### src/logic/spi_shift_pkg.sv
// Shared constants, register map and carrier types of the serial shift port.
// Assumes a 32-bit APB master on the system clock and one external serial partner.
package spi_shift_pkg;

	// ============================================================
	// Widths
	localparam int ADDR_W  = 12;
	localparam int DATA_W  = 8;
	localparam int BAUD_W  = 16;
	localparam int CNT_W   = 4;
	localparam int LEN_W   = 3;
	localparam int SYNC_W  = 4;

	// ============================================================
	// Register offsets (byte addresses)
	localparam logic [ADDR_W-1:0] OFS_DATA    = 12'hF60;
	localparam logic [ADDR_W-1:0] OFS_CTRL    = 12'hF64;
	localparam logic [ADDR_W-1:0] OFS_STATUS  = 12'hF68;
	localparam logic [ADDR_W-1:0] OFS_MASK    = 12'hF6C;
	localparam logic [ADDR_W-1:0] OFS_BAUD_HI = 12'hF70;
	localparam logic [ADDR_W-1:0] OFS_BAUD_LO = 12'hF74;

	// ============================================================
	// Field positions
	localparam int CTRL_EN_BIT     = 0;
	localparam int CTRL_MASTER_BIT = 1;
	localparam int CTRL_LEN_LSB    = 2;
	localparam int ST_BUSY_BIT     = 0;
	localparam int ST_DONE_BIT     = 1;
	localparam int ST_COLL_BIT     = 2;
	localparam int ST_RXFULL_BIT   = 3;
	localparam int BYTE_HI_LSB     = 8;

	// ============================================================
	// Reset values and fixed counts
	localparam logic [DATA_W-1:0] DATA_RESET   = 8'h00;
	localparam logic [DATA_W-1:0] BAUD_HI_RST  = 8'hFF;
	localparam logic [DATA_W-1:0] BAUD_LO_RST  = 8'hFF;
	localparam logic [BAUD_W-1:0] BAUD_MIN     = 16'h0001;
	localparam logic [CNT_W-1:0]  FULL_LEN     = 4'h8;
	localparam logic [CNT_W-1:0]  CNT_ONE      = 4'h1;
	localparam logic [CNT_W-1:0]  CNT_ZERO     = 4'h0;
	localparam logic [LEN_W-1:0]  LEN_FULL_CODE = 3'h0;

	// ============================================================
	// Carrier types
	typedef struct packed {
		logic [LEN_W-1:0] char_length_field;
		logic             master;
		logic             enable;
	} ctrl_t;

	localparam ctrl_t CTRL_RESET = '{char_length_field: 3'h0, master: 1'b0, enable: 1'b0};

	typedef struct packed {
		logic collision;
		logic done;
	} events_t;

	typedef struct packed {
		logic sck;
		logic mosi;
		logic miso;
		logic ss_n;
	} pins_in_t;

	typedef struct packed {
		logic sck;
		logic sck_oe;
		logic mosi;
		logic mosi_oe;
		logic miso;
		logic miso_oe;
		logic ss_n;
		logic ss_n_oe;
	} pins_out_t;

	typedef enum logic [1:0] {
		ST_IDLE   = 2'b00,
		ST_SHIFT  = 2'b01,
		ST_FINISH = 2'b11
	} xfer_state_t;

endpackage

### src/logic/spi_pin_sync.sv
// Two-flop synchroniser for the serial pin inputs.
// Assumes inputs arrive asynchronously to clock; only stage two is read outside.
`timescale 1ns/1ps
module spi_pin_sync
	import spi_shift_pkg::*;
#(
	parameter int WIDTH = SYNC_W
)
(
	input  wire logic             clock,
	input  wire logic             sys_rst,
	input  wire logic [WIDTH-1:0] din,
	output logic      [WIDTH-1:0] dout
);

	logic [WIDTH-1:0] meta_reg;
	logic [WIDTH-1:0] stable_reg;

	always_ff @(posedge clock)
	begin
		if (sys_rst)
		begin
			meta_reg   <= '1;
			stable_reg <= '1;
		end
		else
		begin
			meta_reg   <= din;
			stable_reg <= meta_reg;
		end
	end

	assign dout = stable_reg;

endmodule

### src/logic/spi_baud_gen.sv
// Baud divider: one-cycle tick every reload system clocks while run is high.
// Assumes reload is static during a transfer; zero acts as one.
`timescale 1ns/1ps
module spi_baud_gen
	import spi_shift_pkg::*;
(
	input  wire logic              clock,
	input  wire logic              sys_rst,
	input  wire logic              run,
	input  wire logic [BAUD_W-1:0] reload,
	output logic                   tick
);

	logic [BAUD_W-1:0] cnt_reg;
	logic [BAUD_W-1:0] cnt_next;
	logic              tick_reg;
	logic              tick_next;
	logic [BAUD_W-1:0] reload_eff;

	always_comb
	begin
		reload_eff = (reload == '0) ? BAUD_MIN : reload;
		cnt_next   = cnt_reg;
		tick_next  = 1'b0;
		if (!run)
		begin
			cnt_next = reload_eff;
		end
		else if (cnt_reg <= BAUD_MIN)
		begin
			cnt_next  = reload_eff;
			tick_next = 1'b1;
		end
		else
		begin
			cnt_next = cnt_reg - BAUD_MIN;
		end
	end

	always_ff @(posedge clock)
	begin
		if (sys_rst)
		begin
			cnt_reg  <= BAUD_MIN;
			tick_reg <= 1'b0;
		end
		else
		begin
			cnt_reg  <= cnt_next;
			tick_reg <= tick_next;
		end
	end

	assign tick = tick_reg;

endmodule

### src/logic/spi_shift_port.sv
// Serial shift port: single 8-bit shift register, master or slave, APB registers.
// Assumes an APB master on clock; serial pins resolved by the surrounding pad logic.
//
// Register access over APB was chosen for this implementation.
`timescale 1ns/1ps
module spi_shift_port
	import spi_shift_pkg::*;
(
	input  wire logic              clock,
	input  wire logic              sys_rst,
	input  wire logic              psel,
	input  wire logic              penable,
	input  wire logic              pwrite,
	input  wire logic [ADDR_W-1:0] paddr,
	input  wire logic [31:0]       pwdata,
	output logic      [31:0]       prdata,
	output logic                   pready,
	output logic                   pslverr,
	input  wire pins_in_t          pins_in,
	output pins_out_t              pins_out,
	output logic                   irq
);

	// ============================================================
	// Pin synchronisers and baud divider
	logic [SYNC_W-1:0] sync_out;
	pins_in_t          pin_s;
	logic              tick;
	logic              baud_run;

	spi_pin_sync #(.WIDTH(SYNC_W)) u_sync (
		.clock   (clock),
		.sys_rst (sys_rst),
		.din     (pins_in),
		.dout    (sync_out)
	);
	assign pin_s = pins_in_t'(sync_out);

	// ============================================================
	// State
	ctrl_t             ctrl_reg,    ctrl_next;
	logic [BAUD_W-1:0] baud_divisor_reg, baud_divisor_next;
	logic [DATA_W-1:0] serial_shift_data_reg, serial_shift_data_next;
	xfer_state_t       state_reg,   state_next;
	logic [CNT_W-1:0]  cnt_reg,     cnt_next;
	logic              sample_reg,  sample_next;
	logic              mck_reg,     mck_next;
	logic              sck_prev_reg;
	logic              rx_full_reg, rx_full_next;
	events_t           status_reg,  status_next;
	events_t           mask_reg,    mask_next;
	events_t           ev;
	pins_out_t         pins_reg,    pins_next;
	logic              irq_reg,     irq_next;
	logic [31:0]       prdata_reg,  prdata_next;
	logic              pready_reg,  pready_next;
	logic              pslverr_reg, pslverr_next;

	spi_baud_gen u_baud (
		.clock   (clock),
		.sys_rst (sys_rst),
		.run     (baud_run),
		.reload  (baud_divisor_reg),
		.tick    (tick)
	);

	// ============================================================
	// Bus decode
	logic        setup;
	logic        access;
	logic        wr_acc;
	logic        rd_acc;
	logic        wr_data;
	logic        wr_ok;
	logic        wr_coll;
	logic        slave_sel;
	logic        rise_ev;
	logic        fall_ev;
	logic        busy;
	logic [CNT_W-1:0] len_bits;

	assign setup   = psel & ~penable;
	assign access  = psel & penable & pready_reg;
	assign wr_acc  = access & pwrite;
	assign rd_acc  = access & ~pwrite;
	assign wr_data = wr_acc & (paddr == OFS_DATA);
	assign busy    = (state_reg != ST_IDLE);
	assign wr_coll = wr_data & (busy | rx_full_reg);
	assign wr_ok   = wr_data & ~wr_coll;

	// Master runs the divider only while shifting
	assign baud_run = ctrl_reg.enable & ctrl_reg.master & (state_reg == ST_SHIFT);

	// Select is low-true; edges seen only while selected
	assign slave_sel = ctrl_reg.enable & ~ctrl_reg.master & ~pin_s.ss_n;

	// Slave edges come from the synchronised clock; needs the slower partner clock
	always_comb
	begin
		rise_ev = 1'b0;
		fall_ev = 1'b0;
		if (ctrl_reg.master)
		begin
			rise_ev = baud_run & tick & ~mck_reg;
			fall_ev = baud_run & tick & mck_reg;
		end
		else if (slave_sel)
		begin
			rise_ev = pin_s.sck & ~sck_prev_reg;
			fall_ev = ~pin_s.sck & sck_prev_reg;
		end
	end

	// Length code zero means a full byte
	assign len_bits = (ctrl_reg.char_length_field == LEN_FULL_CODE) ?
		FULL_LEN : {1'b0, ctrl_reg.char_length_field};

	// ============================================================
	// Transfer engine
	always_comb
	begin
		state_next             = state_reg;
		cnt_next               = cnt_reg;
		sample_next            = sample_reg;
		mck_next               = mck_reg;
		serial_shift_data_next = serial_shift_data_reg;
		ev                     = '0;
		ev.collision           = wr_coll;
		case (state_reg)
			ST_IDLE:
			begin
				mck_next = 1'b0;
				cnt_next = CNT_ZERO;
				if (wr_ok)
				begin
					serial_shift_data_next = pwdata[DATA_W-1:0];
					if (ctrl_reg.enable && ctrl_reg.master)
					begin
						state_next = ST_SHIFT;
					end
				end
				else if (rise_ev && !ctrl_reg.master)
				begin
					sample_next = pin_s.mosi;
					state_next  = ST_SHIFT;
				end
			end
			ST_SHIFT:
			begin
				if (!ctrl_reg.enable || (!ctrl_reg.master && pin_s.ss_n))
				begin
					// Deselect or disable ends the transfer without done; the partial character stays in the shift register
					state_next = ST_IDLE;
				end
				else
				begin
					if (ctrl_reg.master && tick)
					begin
						mck_next = ~mck_reg;
					end
					if (rise_ev)
					begin
						sample_next = ctrl_reg.master ? pin_s.miso : pin_s.mosi;
					end
					if (fall_ev)
					begin
						// Out at bit 7, in at bit 0 in the same step
						serial_shift_data_next = {serial_shift_data_reg[DATA_W-2:0],
							sample_reg};
						cnt_next = cnt_reg + CNT_ONE;
						if (cnt_reg + CNT_ONE == len_bits)
						begin
							state_next = ST_FINISH;
						end
					end
				end
			end
			ST_FINISH:
			begin
				ev.done    = 1'b1;
				mck_next   = 1'b0;
				state_next = ST_IDLE;
			end
			default:
			begin
				state_next = ST_IDLE;
			end
		endcase
	end

	// ============================================================
	// Registers and status
	always_comb
	begin
		ctrl_next         = ctrl_reg;
		baud_divisor_next = baud_divisor_reg;
		mask_next         = mask_reg;
		status_next       = status_reg;
		rx_full_next      = rx_full_reg;
		if (rd_acc && paddr == OFS_DATA)
		begin
			rx_full_next = 1'b0;
		end
		if (ev.done)
		begin
			rx_full_next = 1'b1;
		end
		if (wr_acc)
		begin
			if (paddr == OFS_CTRL)
			begin
				ctrl_next.enable            = pwdata[CTRL_EN_BIT];
				ctrl_next.master            = pwdata[CTRL_MASTER_BIT];
				ctrl_next.char_length_field = pwdata[CTRL_LEN_LSB +: LEN_W];
			end
			else if (paddr == OFS_STATUS)
			begin
				status_next.done      = status_reg.done & ~pwdata[ST_DONE_BIT];
				status_next.collision = status_reg.collision & ~pwdata[ST_COLL_BIT];
			end
			else if (paddr == OFS_MASK)
			begin
				mask_next.done      = pwdata[ST_DONE_BIT];
				mask_next.collision = pwdata[ST_COLL_BIT];
			end
			else if (paddr == OFS_BAUD_HI)
			begin
				baud_divisor_next[BAUD_W-1:BYTE_HI_LSB] = pwdata[DATA_W-1:0];
			end
			else if (paddr == OFS_BAUD_LO)
			begin
				baud_divisor_next[BYTE_HI_LSB-1:0] = pwdata[DATA_W-1:0];
			end
		end
		// Set beats a simultaneous clear
		status_next = status_next | ev;
		irq_next    = |(status_next & mask_next);
	end

	// ============================================================
	// APB answer: registered, ready in the first access cycle
	always_comb
	begin
		prdata_next  = '0;
		pready_next  = 1'b0;
		pslverr_next = 1'b0;
		if (setup)
		begin
			pready_next = 1'b1;
			if (paddr == OFS_DATA)
			begin
				prdata_next[DATA_W-1:0] = serial_shift_data_reg;
			end
			else if (paddr == OFS_CTRL)
			begin
				prdata_next[CTRL_EN_BIT]              = ctrl_reg.enable;
				prdata_next[CTRL_MASTER_BIT]          = ctrl_reg.master;
				prdata_next[CTRL_LEN_LSB +: LEN_W]    = ctrl_reg.char_length_field;
			end
			else if (paddr == OFS_STATUS)
			begin
				prdata_next[ST_BUSY_BIT]   = busy;
				prdata_next[ST_DONE_BIT]   = status_reg.done;
				prdata_next[ST_COLL_BIT]   = status_reg.collision;
				prdata_next[ST_RXFULL_BIT] = rx_full_reg;
			end
			else if (paddr == OFS_MASK)
			begin
				prdata_next[ST_DONE_BIT] = mask_reg.done;
				prdata_next[ST_COLL_BIT] = mask_reg.collision;
			end
			else if (paddr == OFS_BAUD_HI)
			begin
				prdata_next[DATA_W-1:0] = baud_divisor_reg[BAUD_W-1:BYTE_HI_LSB];
			end
			else if (paddr == OFS_BAUD_LO)
			begin
				prdata_next[DATA_W-1:0] = baud_divisor_reg[BYTE_HI_LSB-1:0];
			end
			else
			begin
				pslverr_next = 1'b1;
			end
		end
		else if (psel && penable && !pready_reg)
		begin
			pready_next = 1'b1;
		end
	end

	// ============================================================
	// Pin drivers
	always_comb
	begin
		pins_next         = '0;
		pins_next.ss_n    = 1'b1;
		pins_next.sck     = mck_next;
		pins_next.mosi    = serial_shift_data_next[DATA_W-1];
		pins_next.miso    = serial_shift_data_next[DATA_W-1];
		if (ctrl_next.enable)
		begin
			pins_next.sck_oe  = ctrl_next.master;
			pins_next.mosi_oe = ctrl_next.master;
			pins_next.ss_n_oe = ctrl_next.master;
			pins_next.ss_n    = ~(ctrl_next.master && state_next != ST_IDLE);
			pins_next.miso_oe = ~ctrl_next.master & ~pin_s.ss_n;
		end
	end

	always_ff @(posedge clock)
	begin
		if (sys_rst)
		begin
			ctrl_reg              <= CTRL_RESET;
			baud_divisor_reg      <= {BAUD_HI_RST, BAUD_LO_RST};
			serial_shift_data_reg <= DATA_RESET;
			state_reg             <= ST_IDLE;
			cnt_reg               <= CNT_ZERO;
			sample_reg            <= 1'b0;
			mck_reg               <= 1'b0;
			sck_prev_reg          <= 1'b0;
			rx_full_reg           <= 1'b0;
			status_reg            <= '0;
			mask_reg              <= '0;
			pins_reg              <= '{ss_n: 1'b1, default: 1'b0};
			irq_reg               <= 1'b0;
			prdata_reg            <= '0;
			pready_reg            <= 1'b0;
			pslverr_reg           <= 1'b0;
		end
		else
		begin
			ctrl_reg              <= ctrl_next;
			baud_divisor_reg      <= baud_divisor_next;
			serial_shift_data_reg <= serial_shift_data_next;
			state_reg             <= state_next;
			cnt_reg               <= cnt_next;
			sample_reg            <= sample_next;
			mck_reg               <= mck_next;
			sck_prev_reg          <= pin_s.sck;
			rx_full_reg           <= rx_full_next;
			status_reg            <= status_next;
			mask_reg              <= mask_next;
			pins_reg              <= pins_next;
			irq_reg               <= irq_next;
			prdata_reg            <= prdata_next;
			pready_reg            <= pready_next;
			pslverr_reg           <= pslverr_next;
		end
	end

	assign prdata   = prdata_reg;
	assign pready   = pready_reg;
	assign pslverr  = pslverr_reg;
	assign pins_out = pins_reg;
	assign irq      = irq_reg;
endmodule

### config.mk
export PLATFORM = sky130hd
export DESIGN_NAME = spi_shift_port
export DESIGN_NICKNAME = d
export VERILOG_FILES = /design/src/logic/spi_shift_pkg.sv /design/src/logic/spi_pin_sync.sv /design/src/logic/spi_baud_gen.sv /design/src/logic/spi_shift_port.sv
export SDC_FILE = /design/constraint.sdc
export NUM_CORES = 1
export LEC_CHECK = 0
export BUFFER_PORTS_ARGS = -buffer_cell sky130_fd_sc_hd__buf_2
export CAP_MARGIN = 10
export CORE_ASPECT_RATIO = 1.4
export CORE_MARGIN = 3
export CORE_UTILIZATION = 48
export DETAILED_ROUTE_END_ITERATION = 8
export GPL_TIMING_DRIVEN = 0
export PLACE_DENSITY = 0.72
export SLEW_MARGIN = 20
export SYNTH_ARGS = -nofsm -noshare
export SYNTH_HDL_FRONTEND = slang
export SYNTH_SLANG_ARGS = --single-unit
### constraint.sdc
create_clock -name clock -period 1.82 [get_ports clock]
set_input_delay 0.364 -clock clock [delete_from_list [all_inputs] [get_ports clock]]
set_output_delay 0.364 -clock clock [all_outputs]
set_load 0.005 [all_outputs]
==> impl_metrics.json, run 1 <==
{
  "hold_path.class": "input port to flop",
  "rsz0062_at_grt": "true",
  "diodes": 0,
  "worst_hold_slack_ps": 167.1,
  "cts_htree_levels": 3,
  "clk_pin_slew_worst_paths_ps": 90,
  "die_x_um": 83.44,
  "cts_buffer_depth": 2,
  "avgSynthCellArea_um2": 9.097,
  "endpoint_kind": "flop",
  "clock.fmax_mhz": 503.4,
  "synth_top_family_by_area": "simple AND/OR/NAND/NOR gates",
  "async_flop_share_pct": 0,
  "layout_commonest_cell": "dfxtp_1",
  "synthMuxAreaShare_pct": 7.513,
  "vias": 3504,
  "maxSlewHeadroom_pct": 53.09,
  "tns_ps": -3254,
  "dpl_cell_area_um2": 4521,
  "finClkSkew_ps": 17.11,
  "setup_viol": 27,
  "cts_inserted_buffers": 9,
  "synth_xor_area_share_pct": 3.477,
  "yosysWarnings": 0,
  "period_share_pct": 109.1,
  "worst_pin_slew_ps": 703.6,
  "outcome": "finished, violations left",
  "max_cap_viol_count": 0,
  "internal-power_uw": 2727,
  "p_seq_share_pct": 51.6,
  "io-pin-count": 96,
  "grtUsageTotal_pct": 22.60,
  "die_h_um": 114.4,
  "hold_violations": 0,
  "antenna_found_initial": 0,
  "grt_overflow": 0,
  "synth_ff_type": "dfxtp_1",
  "cp.required_ps": 2120,
  "ys_types": 65,
  "design_area_um2": 5219,
  "cts_tree": "done",
  "nNetsFinal": 601,
  "synth_area_um2": 4030,
  "via_per_inst": 5.416,
  "startpoint_type": "flop",
  "violations": "setup timing",
  "finalMaxSlewViolations": 0,
  "dp_hpwl_um": 7544,
  "ys_ff_latch": 82,
  "first_pass_iters": 5,
  "clkLatencyLatePin_ps": 380,
  "grt_pass1_wl_um": 16860,
  "synth-edff-count": 0,
  "synth-compound-area-share_pct": 15.80,
  "wl_um": 10740,
  "combPwrFrac_pct": 7.5,
  "seq_area_frac_synth_pct": 40.73,
  "cp_max_fo": 5,
  "start_util_pct": 50.76,
  "syn_inst": 443,
  "core_region_area_um2": 7940,
  "path_class": "flop to flop",
  "holdBufCountCts": 0,
  "drc": 0,
  "p_sw_share_pct": 23.63,
  "power.switching_uw": 843.7,
  "synthSimpleGateAreaFrac_pct": 21.24,
  "port_buffers": 45,
  "cts_sinks": 82,
  "die_area_um2": 9547,
  "total_power_uw": 3571,
  "drtIter0Drc": 157,
  "p_leak_uw": 0.002178,
  "rows": 38,
  "cts_root_buffer": "clkbuf_8",
  "p_clk_share_pct": 40.9,
  "ir_drop_mv": 0.4258,
  "first_global_vias": 3482,
  "p_per_area_nw_per_um2": 684.2,
  "min_period_ps": 1986,
  "wl_per_cell_um": 16.60,
  "cp_data_arrival_time_ps": 2290,
  "drtAntennaViolNets": 0,
  "synthToLayoutAreaGrowth_pct": 29.49,
  "grt_max_degree": 15,
  "gp_congestion": 0.8425,
  "drive_gt1_share_pct": 38.03,
  "layout.cells.most_common_list": "73 x dfxtp_1, 48 x buf_4, 46 x buf_2, 36 x nand2_1, 35 x nor2_1",
  "synth_fa_ha_area_share_pct": 1.863,
  "setup_ws_ps": -166.5
}
==> final cells by class <==
type	instances	area, um^2
Timing Repair Buffer	68	416.7
Buffer	46	345.3
Inverter	11	45.04
Clock inverter	6	90.09
Tap cell	100	125.1
Sequential cell	82	1663
Multi-Input combinational cell	324	2406
Fill cell	651	2721
Clock buffer	10	127.6
==> per-layer routing <==
metal	part of all wire [%]	up-vias	global-route usage, %
met5	0	-	0
met2	55	90	42.24
met1	36	1645	22.51
li1	-	1726	-
met4	4.4	0	13.84
met3	4.5	43	5.256
==> synth_stat cells (all sizes together) (2+ instances only) <==
library cell	n	area (um^2)
a211oi	12	100.1
a21boi	2	26.28
a21o	2	15.01
a21oi	19	106.4
a221oi	2	23.77
a222oi	2	20.02
a22oi	5	37.54
a31oi	2	12.51
a32o	3	30.03
and2	5	31.28
and3	2	12.51
and3b	2	17.52
and4	4	35.03
buf	38	291.5
clkbuf	11	41.29
dfxtp	82	1642
ha	6	75.07
inv	10	37.54
mux2	2	22.52
mux2i	28	280.3
nand2	38	142.6
nand2b	2	12.51
nand3	8	40.04
nand4	4	25.02
nor2	46	182.7
nor2b	4	25.02
nor3	14	75.07
nor4	9	62.56
nor4b	2	17.52
o211ai	5	37.54
o21ai	7	35.03
o21bai	2	15.01
o22ai	3	18.77
o2bb2ai	12	105.1
or2	11	68.82
or3	5	31.28
or3b	2	17.52
xnor2	11	96.34
xor2	5	43.79
==> cells by family (layout without fill, tap and decap cells) <==
family | count (synthesis) | count (layout)
buffers and inverters | 60 | 141
xor gates and xnor gates | 16 | 16
other | 1 | 24
adders and majority gates | 6 | 6
muxes | 30 | 30
AOI/OAI and AO/OA | 84 | 84
DFF | 82 | 82
and+or+nand+nor | 164 | 164
==> worst max-delay path: stages, from the launching register on <==
cell and delay [ps]:
dfxtp_2 330, or4_4 550, nor2_4 170, nand3_2 130
and4_1 200, buf_6 150, nor2_4 150, buf_6 160
o2bb2ai_2 90
==> power by group through the flow <==
| stage | Clock [uW] | Sequential [uW] | Combinational [uW] |
|---|---|---|---|
| 2_1_floorplan | 0 | 1880 | 150 |
| 3_3_place_gp | 0 | 1880 | 219 |
| 3_5_place_dp | 0 | 1890 | 222 |
| 4_1_cts | 1480 | 1840 | 250 |
| 5_1_grt | 1550 | 1840 | 294 |
| 6_report | 1460 | 1840 | 268 |
==> through the flow <==
stage	util [%]	worst slack [ps]	instances
floorplan	-	-117.1	466
global placement	56.93	-617.2	611
detailed placement	56.93	-582.1	611
CTS	63.02	-119.4	637
global route	65.73	-239.6	647
finish	65.73	-166.5	647
==> final timing paths <==
check                                     start                            end  slack [ps]  depth (start not counted)
hold / removal                       pins_in[0]  u_sync.meta_reg[0]$_SDFF_PP1_         170                          2
hold reg to reg   u_sync.meta_reg[0]$_SDFF_PP1_      u_sync.dout[0]$_SDFF_PP1_         420                          1
setup reg to reg   u_baud.cnt_reg[3]$_SDFF_PP0_  u_baud.cnt_reg[15]$_SDFF_PP0_        -170                          8
setup / recovery   u_baud.cnt_reg[3]$_SDFF_PP0_  u_baud.cnt_reg[15]$_SDFF_PP0_        -170                          8
==> timing repair <==
action | 4_1_cts | 5_1_grt
buffers inserted | 9 | 11
setup endpoints to repair | 37 | 42
pin swaps | 11 | 10
cloned | 3 | 0
endpoints found under the hold margin | 0 | 0
gates resized for setup | 48 | 35
(Power assumes the default switching activity.)
==> run 2, diff against run 1 <==
--- a/config.mk
+++ b/config.mk
@@ -8,12 +8,13 @@
 export BUFFER_PORTS_ARGS = -buffer_cell sky130_fd_sc_hd__buf_2
 export CAP_MARGIN = 10
 export CORE_ASPECT_RATIO = 1.4
-export CORE_MARGIN = 3
-export CORE_UTILIZATION = 48
+export CORE_MARGIN = 2
+export CORE_UTILIZATION = 49
 export DETAILED_ROUTE_END_ITERATION = 8
 export GPL_TIMING_DRIVEN = 0
 export PLACE_DENSITY = 0.72
 export SLEW_MARGIN = 20
 export SYNTH_ARGS = -nofsm -noshare
 export SYNTH_HDL_FRONTEND = slang
+export SYNTH_HIERARCHICAL = 1
 export SYNTH_SLANG_ARGS = --single-unit
==> run 2 against run 1 <==
  * The flow still finishes with violations (setup timing)
  * Area after synthesis is 4.9% higher
  * Sequential share of layout area is 2.6 points lower
  * Clock-buffer cell count down 1
  * Setup slack improved by 7.8 ps
  * Hold slack improved by 23 ps
  * Non-clock buffer count up 14
  * Largest cell class unchanged
==> impl_metrics.json, run 2 <==
{
  "finalMaxSlewViolations": 0,
  "vias": 3991,
  "met2_length_um": 6461,
  "grt_overflow": 0,
  "die_x_um": 82.52,
  "synthSimpleGateAreaFrac_pct": 24.56,
  "tns_ps": -1966,
  "finClkSkew_ps": 7.158,
  "first_pass_iters": 5,
  "synth-compound-area-share_pct": 17.69,
  "hold_end": "u_sync/meta_reg[0]$_SDFF_PP1_",
  "clkLatencyLatePin_ps": 350,
  "synth_xor_area_share_pct": 3.994,
  "total_power_uw": 3915,
  "synth_fa_ha_area_share_pct": 1.775,
  "internal-power_uw": 3011,
  "startpoint_type": "flop",
  "cts_root_buffer": "clkbuf_16",
  "hold_path.class": "input port to flop",
  "gp_congestion": 0.8435,
  "port_buffers": 46,
  "wl_met3_um": 588,
  "r2r-end": "u_baud/cnt_reg[0]$_SDFF_PP1_",
  "max_cap_viol_count": 0,
  "async_flop_share_pct": 0,
  "diodes": 0,
  "grtUsageTotal_pct": 26.48,
  "holdBufCountCts": 0,
  "dp.cells": 639,
  "ys_types": 67,
  "drive_gt1_share_pct": 34.31,
  "drtAntennaViolNets": 0,
  "synth_ff_type": "dfxtp_1",
  "wl_um": 12110,
  "yosysMostFrequentCell": "dfxtp_1",
  "ys_top_cells_by_count": "82 x dfxtp_1, 38 x nor2_1, 34 x buf_4",
  "cp.required_ps": 2060,
  "cts_htree_levels": 3,
  "worst_hold_slack_ps": 189.6,
  "reg2regPathDepth": 6,
  "holdPathStages": 2,
  "r2r_start": "u_baud/cnt_reg[11]$_SDFF_PP0_",
  "io-pin-count": 96,
  "cp_max_fo": 4,
  "outcome": "finished, violations left",
  "synth_area_leader_cell": "dfxtp_1",
  "start_util_pct": 49.71,
  "stdcell_count": 685,
  "setup_ws_ps": -158.7,
  "min_period_ps": 1979,
  "layout_commonest_cell": "dfxtp_1",
  "crit_slowest_cell": "or4_4",
  "p_seq_share_pct": 47.4,
  "avgSynthCellArea_um2": 9.095,
  "combPwrFrac_pct": 6.7,
  "cts_tree": "done",
  "crit_buf_inv": 1,
  "synth-edff-count": 0,
  "setup_viol": 24,
  "synthToLayoutAreaGrowth_pct": 33.11,
  "worst_pin_slew_ps": 562.4,
  "synth_area_um2": 4229,
  "hold_violations": 0,
  "rsz0062_at_grt": "true",
  "nNetsFinal": 634,
  "cp_data_arrival_time_ps": 2220,
  "drc": 0,
  "ys_ff_latch": 82,
  "power.switching_uw": 903.5,
  "period_share_pct": 108.7,
  "die_area_um2": 9400,
  "wl_met1_um": 4429,
  "cts_inserted_buffers": 9,
  "drtIter0Drc": 331,
  "fillers": 705,
  "top_layer_used": "met4",
  "netlist.area_leader.share_pct": 38.82,
  "dp_hpwl_um": 8094,
  "synthMuxAreaShare_pct": 4.112,
  "clock.fmax_mhz": 505.4,
  "core_region_area_um2": 8508,
  "via_per_inst": 5.826,
  "wl_per_cell_um": 17.68,
  "final_util_pct": 66.16,
  "yosysWarnings": 6,
  "p_per_area_nw_per_um2": 695.4,
  "synth_area_leaders": "dfxtp_1 39%, buf_4 6.0%, nor2_1 3.4%",
  "ir_drop_mv": 0.5789,
  "hold_path.startpoint": "pins_in[0]",
  "grt_max_degree": 15,
  "grt_pass1_wl_um": 18640,
  "seq_area_frac_synth_pct": 38.82,
  "cts_buffer_depth": 2,
  "synth_top_family_by_area": "simple AND/OR/NAND/NOR gates",
  "antenna_found_initial": 0,
  "p_sw_share_pct": 23.08,
  "p_clk_share_pct": 45.9,
  "cp_cell_sequence": "or4_4, nor4_4, buf_4, a21boi_4, a311o_1, a21o_1",
  "violations": "setup timing",
  "cts_sinks": 82,
  "path_delay_family": "simple AND/OR/NAND/NOR gates",
  "first_global_vias": 3856,
  "path_class": "flop to flop",
  "syn_inst": 465,
  "rows": 40,
  "clk_pin_slew_worst_paths_ps": 60,
  "ff2ff_setup_slack_ps": -160,
  "cp_slowest_stage_delay_ps": 560,
  "layout.cells.most_common_list": "77 x dfxtp_1, 54 x buf_4, 44 x buf_2, 33 x nor2_1, 25 x a21oi_1",
  "die_h_um": 113.9,
  "p_leak_uw": 0.002282,
  "endpoint_kind": "flop",
  "maxSlewHeadroom_pct": 62.22
}
run 2: cell count changes in the layout (fill, tap and decap cells not counted), moves of 8 or more:
cell,change
nor2b_1,+17
or2_2,-10
clkbuf_16,+9
mux2i_1,-14
o2bb2ai_2,-12
nand2_1,-15
or2_1,+8
a211o_1,+15
run 2: area by class of cell:
| cell class | instances | area, um^2 | share of cell area, % |
|---|---|---|---|
| multi-input combinational | 347 | 2567 | 45.61 |
| sequential | 82 | 1648 | 29.27 |
| timing repair buffer | 79 | 556.8 | 9.891 |
| buffer | 49 | 402.9 | 7.157 |
| clock buffer | 9 | 225.2 | 4.001 |
| tap | 105 | 131.4 | 2.334 |
| clock inverter | 7 | 68.82 | 1.222 |
| inverter | 7 | 28.78 | 0.5112 |
run 2: logic make-up (layout without fill, tap and decap cells):
kind of cell             after synthesis  after routing
AND/OR/NAND/NOR                      178            178
XOR/XNOR                              16             16
buffers and inverters                 60            151
other                                  1             24
adder cells (fa/ha/maj)                6              6
flip-flops                            82             82
AO/OA/AOI/OAI                        105            106
multiplexers                          17             17
run 2: how the worst max path moves through the flow:
stage	from	end	slack (ps)	cells past startpoint
detailed placement	paddr[1]	serial_shift_data_reg[6]$_SDFFE_PP0P_	-540	7
global placement	paddr[1]	serial_shift_data_reg[6]$_SDFFE_PP0P_	-510	7
finish	u_baud/cnt_reg[11]$_SDFF_PP0_	u_baud/cnt_reg[0]$_SDFF_PP1_	-160	6
CTS	u_baud/cnt_reg[11]$_SDFF_PP0_	u_baud/cnt_reg[9]$_SDFF_PP0_	-110	8
global route	u_baud/cnt_reg[11]$_SDFF_PP0_	u_baud/cnt_reg[10]$_SDFF_PP0_	-240	8
floorplan	paddr[2]	state_reg[1]$_SDFF_PP0_	-190	6
run 2: what timing repair did:
action / 4_1_cts / 5_1_grt
cloned: 4 / 0
buffers inserted: 17 / 13
pin swaps: 18 / 17
setup endpoints to repair: 42 / 42
resized for setup: 51 / 45
run 2: routing by layer:
layer	track usage, %	vias up
li1	-	1881
met3	5.142	51
met4	18.36	0
met5	0	-
met2	45.86	151
met1	27.91	1908
run 2: per-stage QoR:
step | area, um^2 | worst slack [ps]
3_5_place_dp | 4718 | -543.9
5_1_grt | 5629 | -244.2
4_1_cts | 5406 | -113.2
3_3_place_gp | 4718 | -511.8
6_report | 5629 | -158.7
2_1_floorplan | 4357 | -194.8
run 2: power groups by stage:
stage | registers (uW) | clock network (uW) | logic (uW)
final | 1850 | 1800 | 264
after detailed placement | 1890 | 0 | 226
after floorplan | 1890 | 0 | 145
after global placement | 1890 | 0 | 223
after CTS | 1850 | 1820 | 249
after global routing | 1860 | 1890 | 287
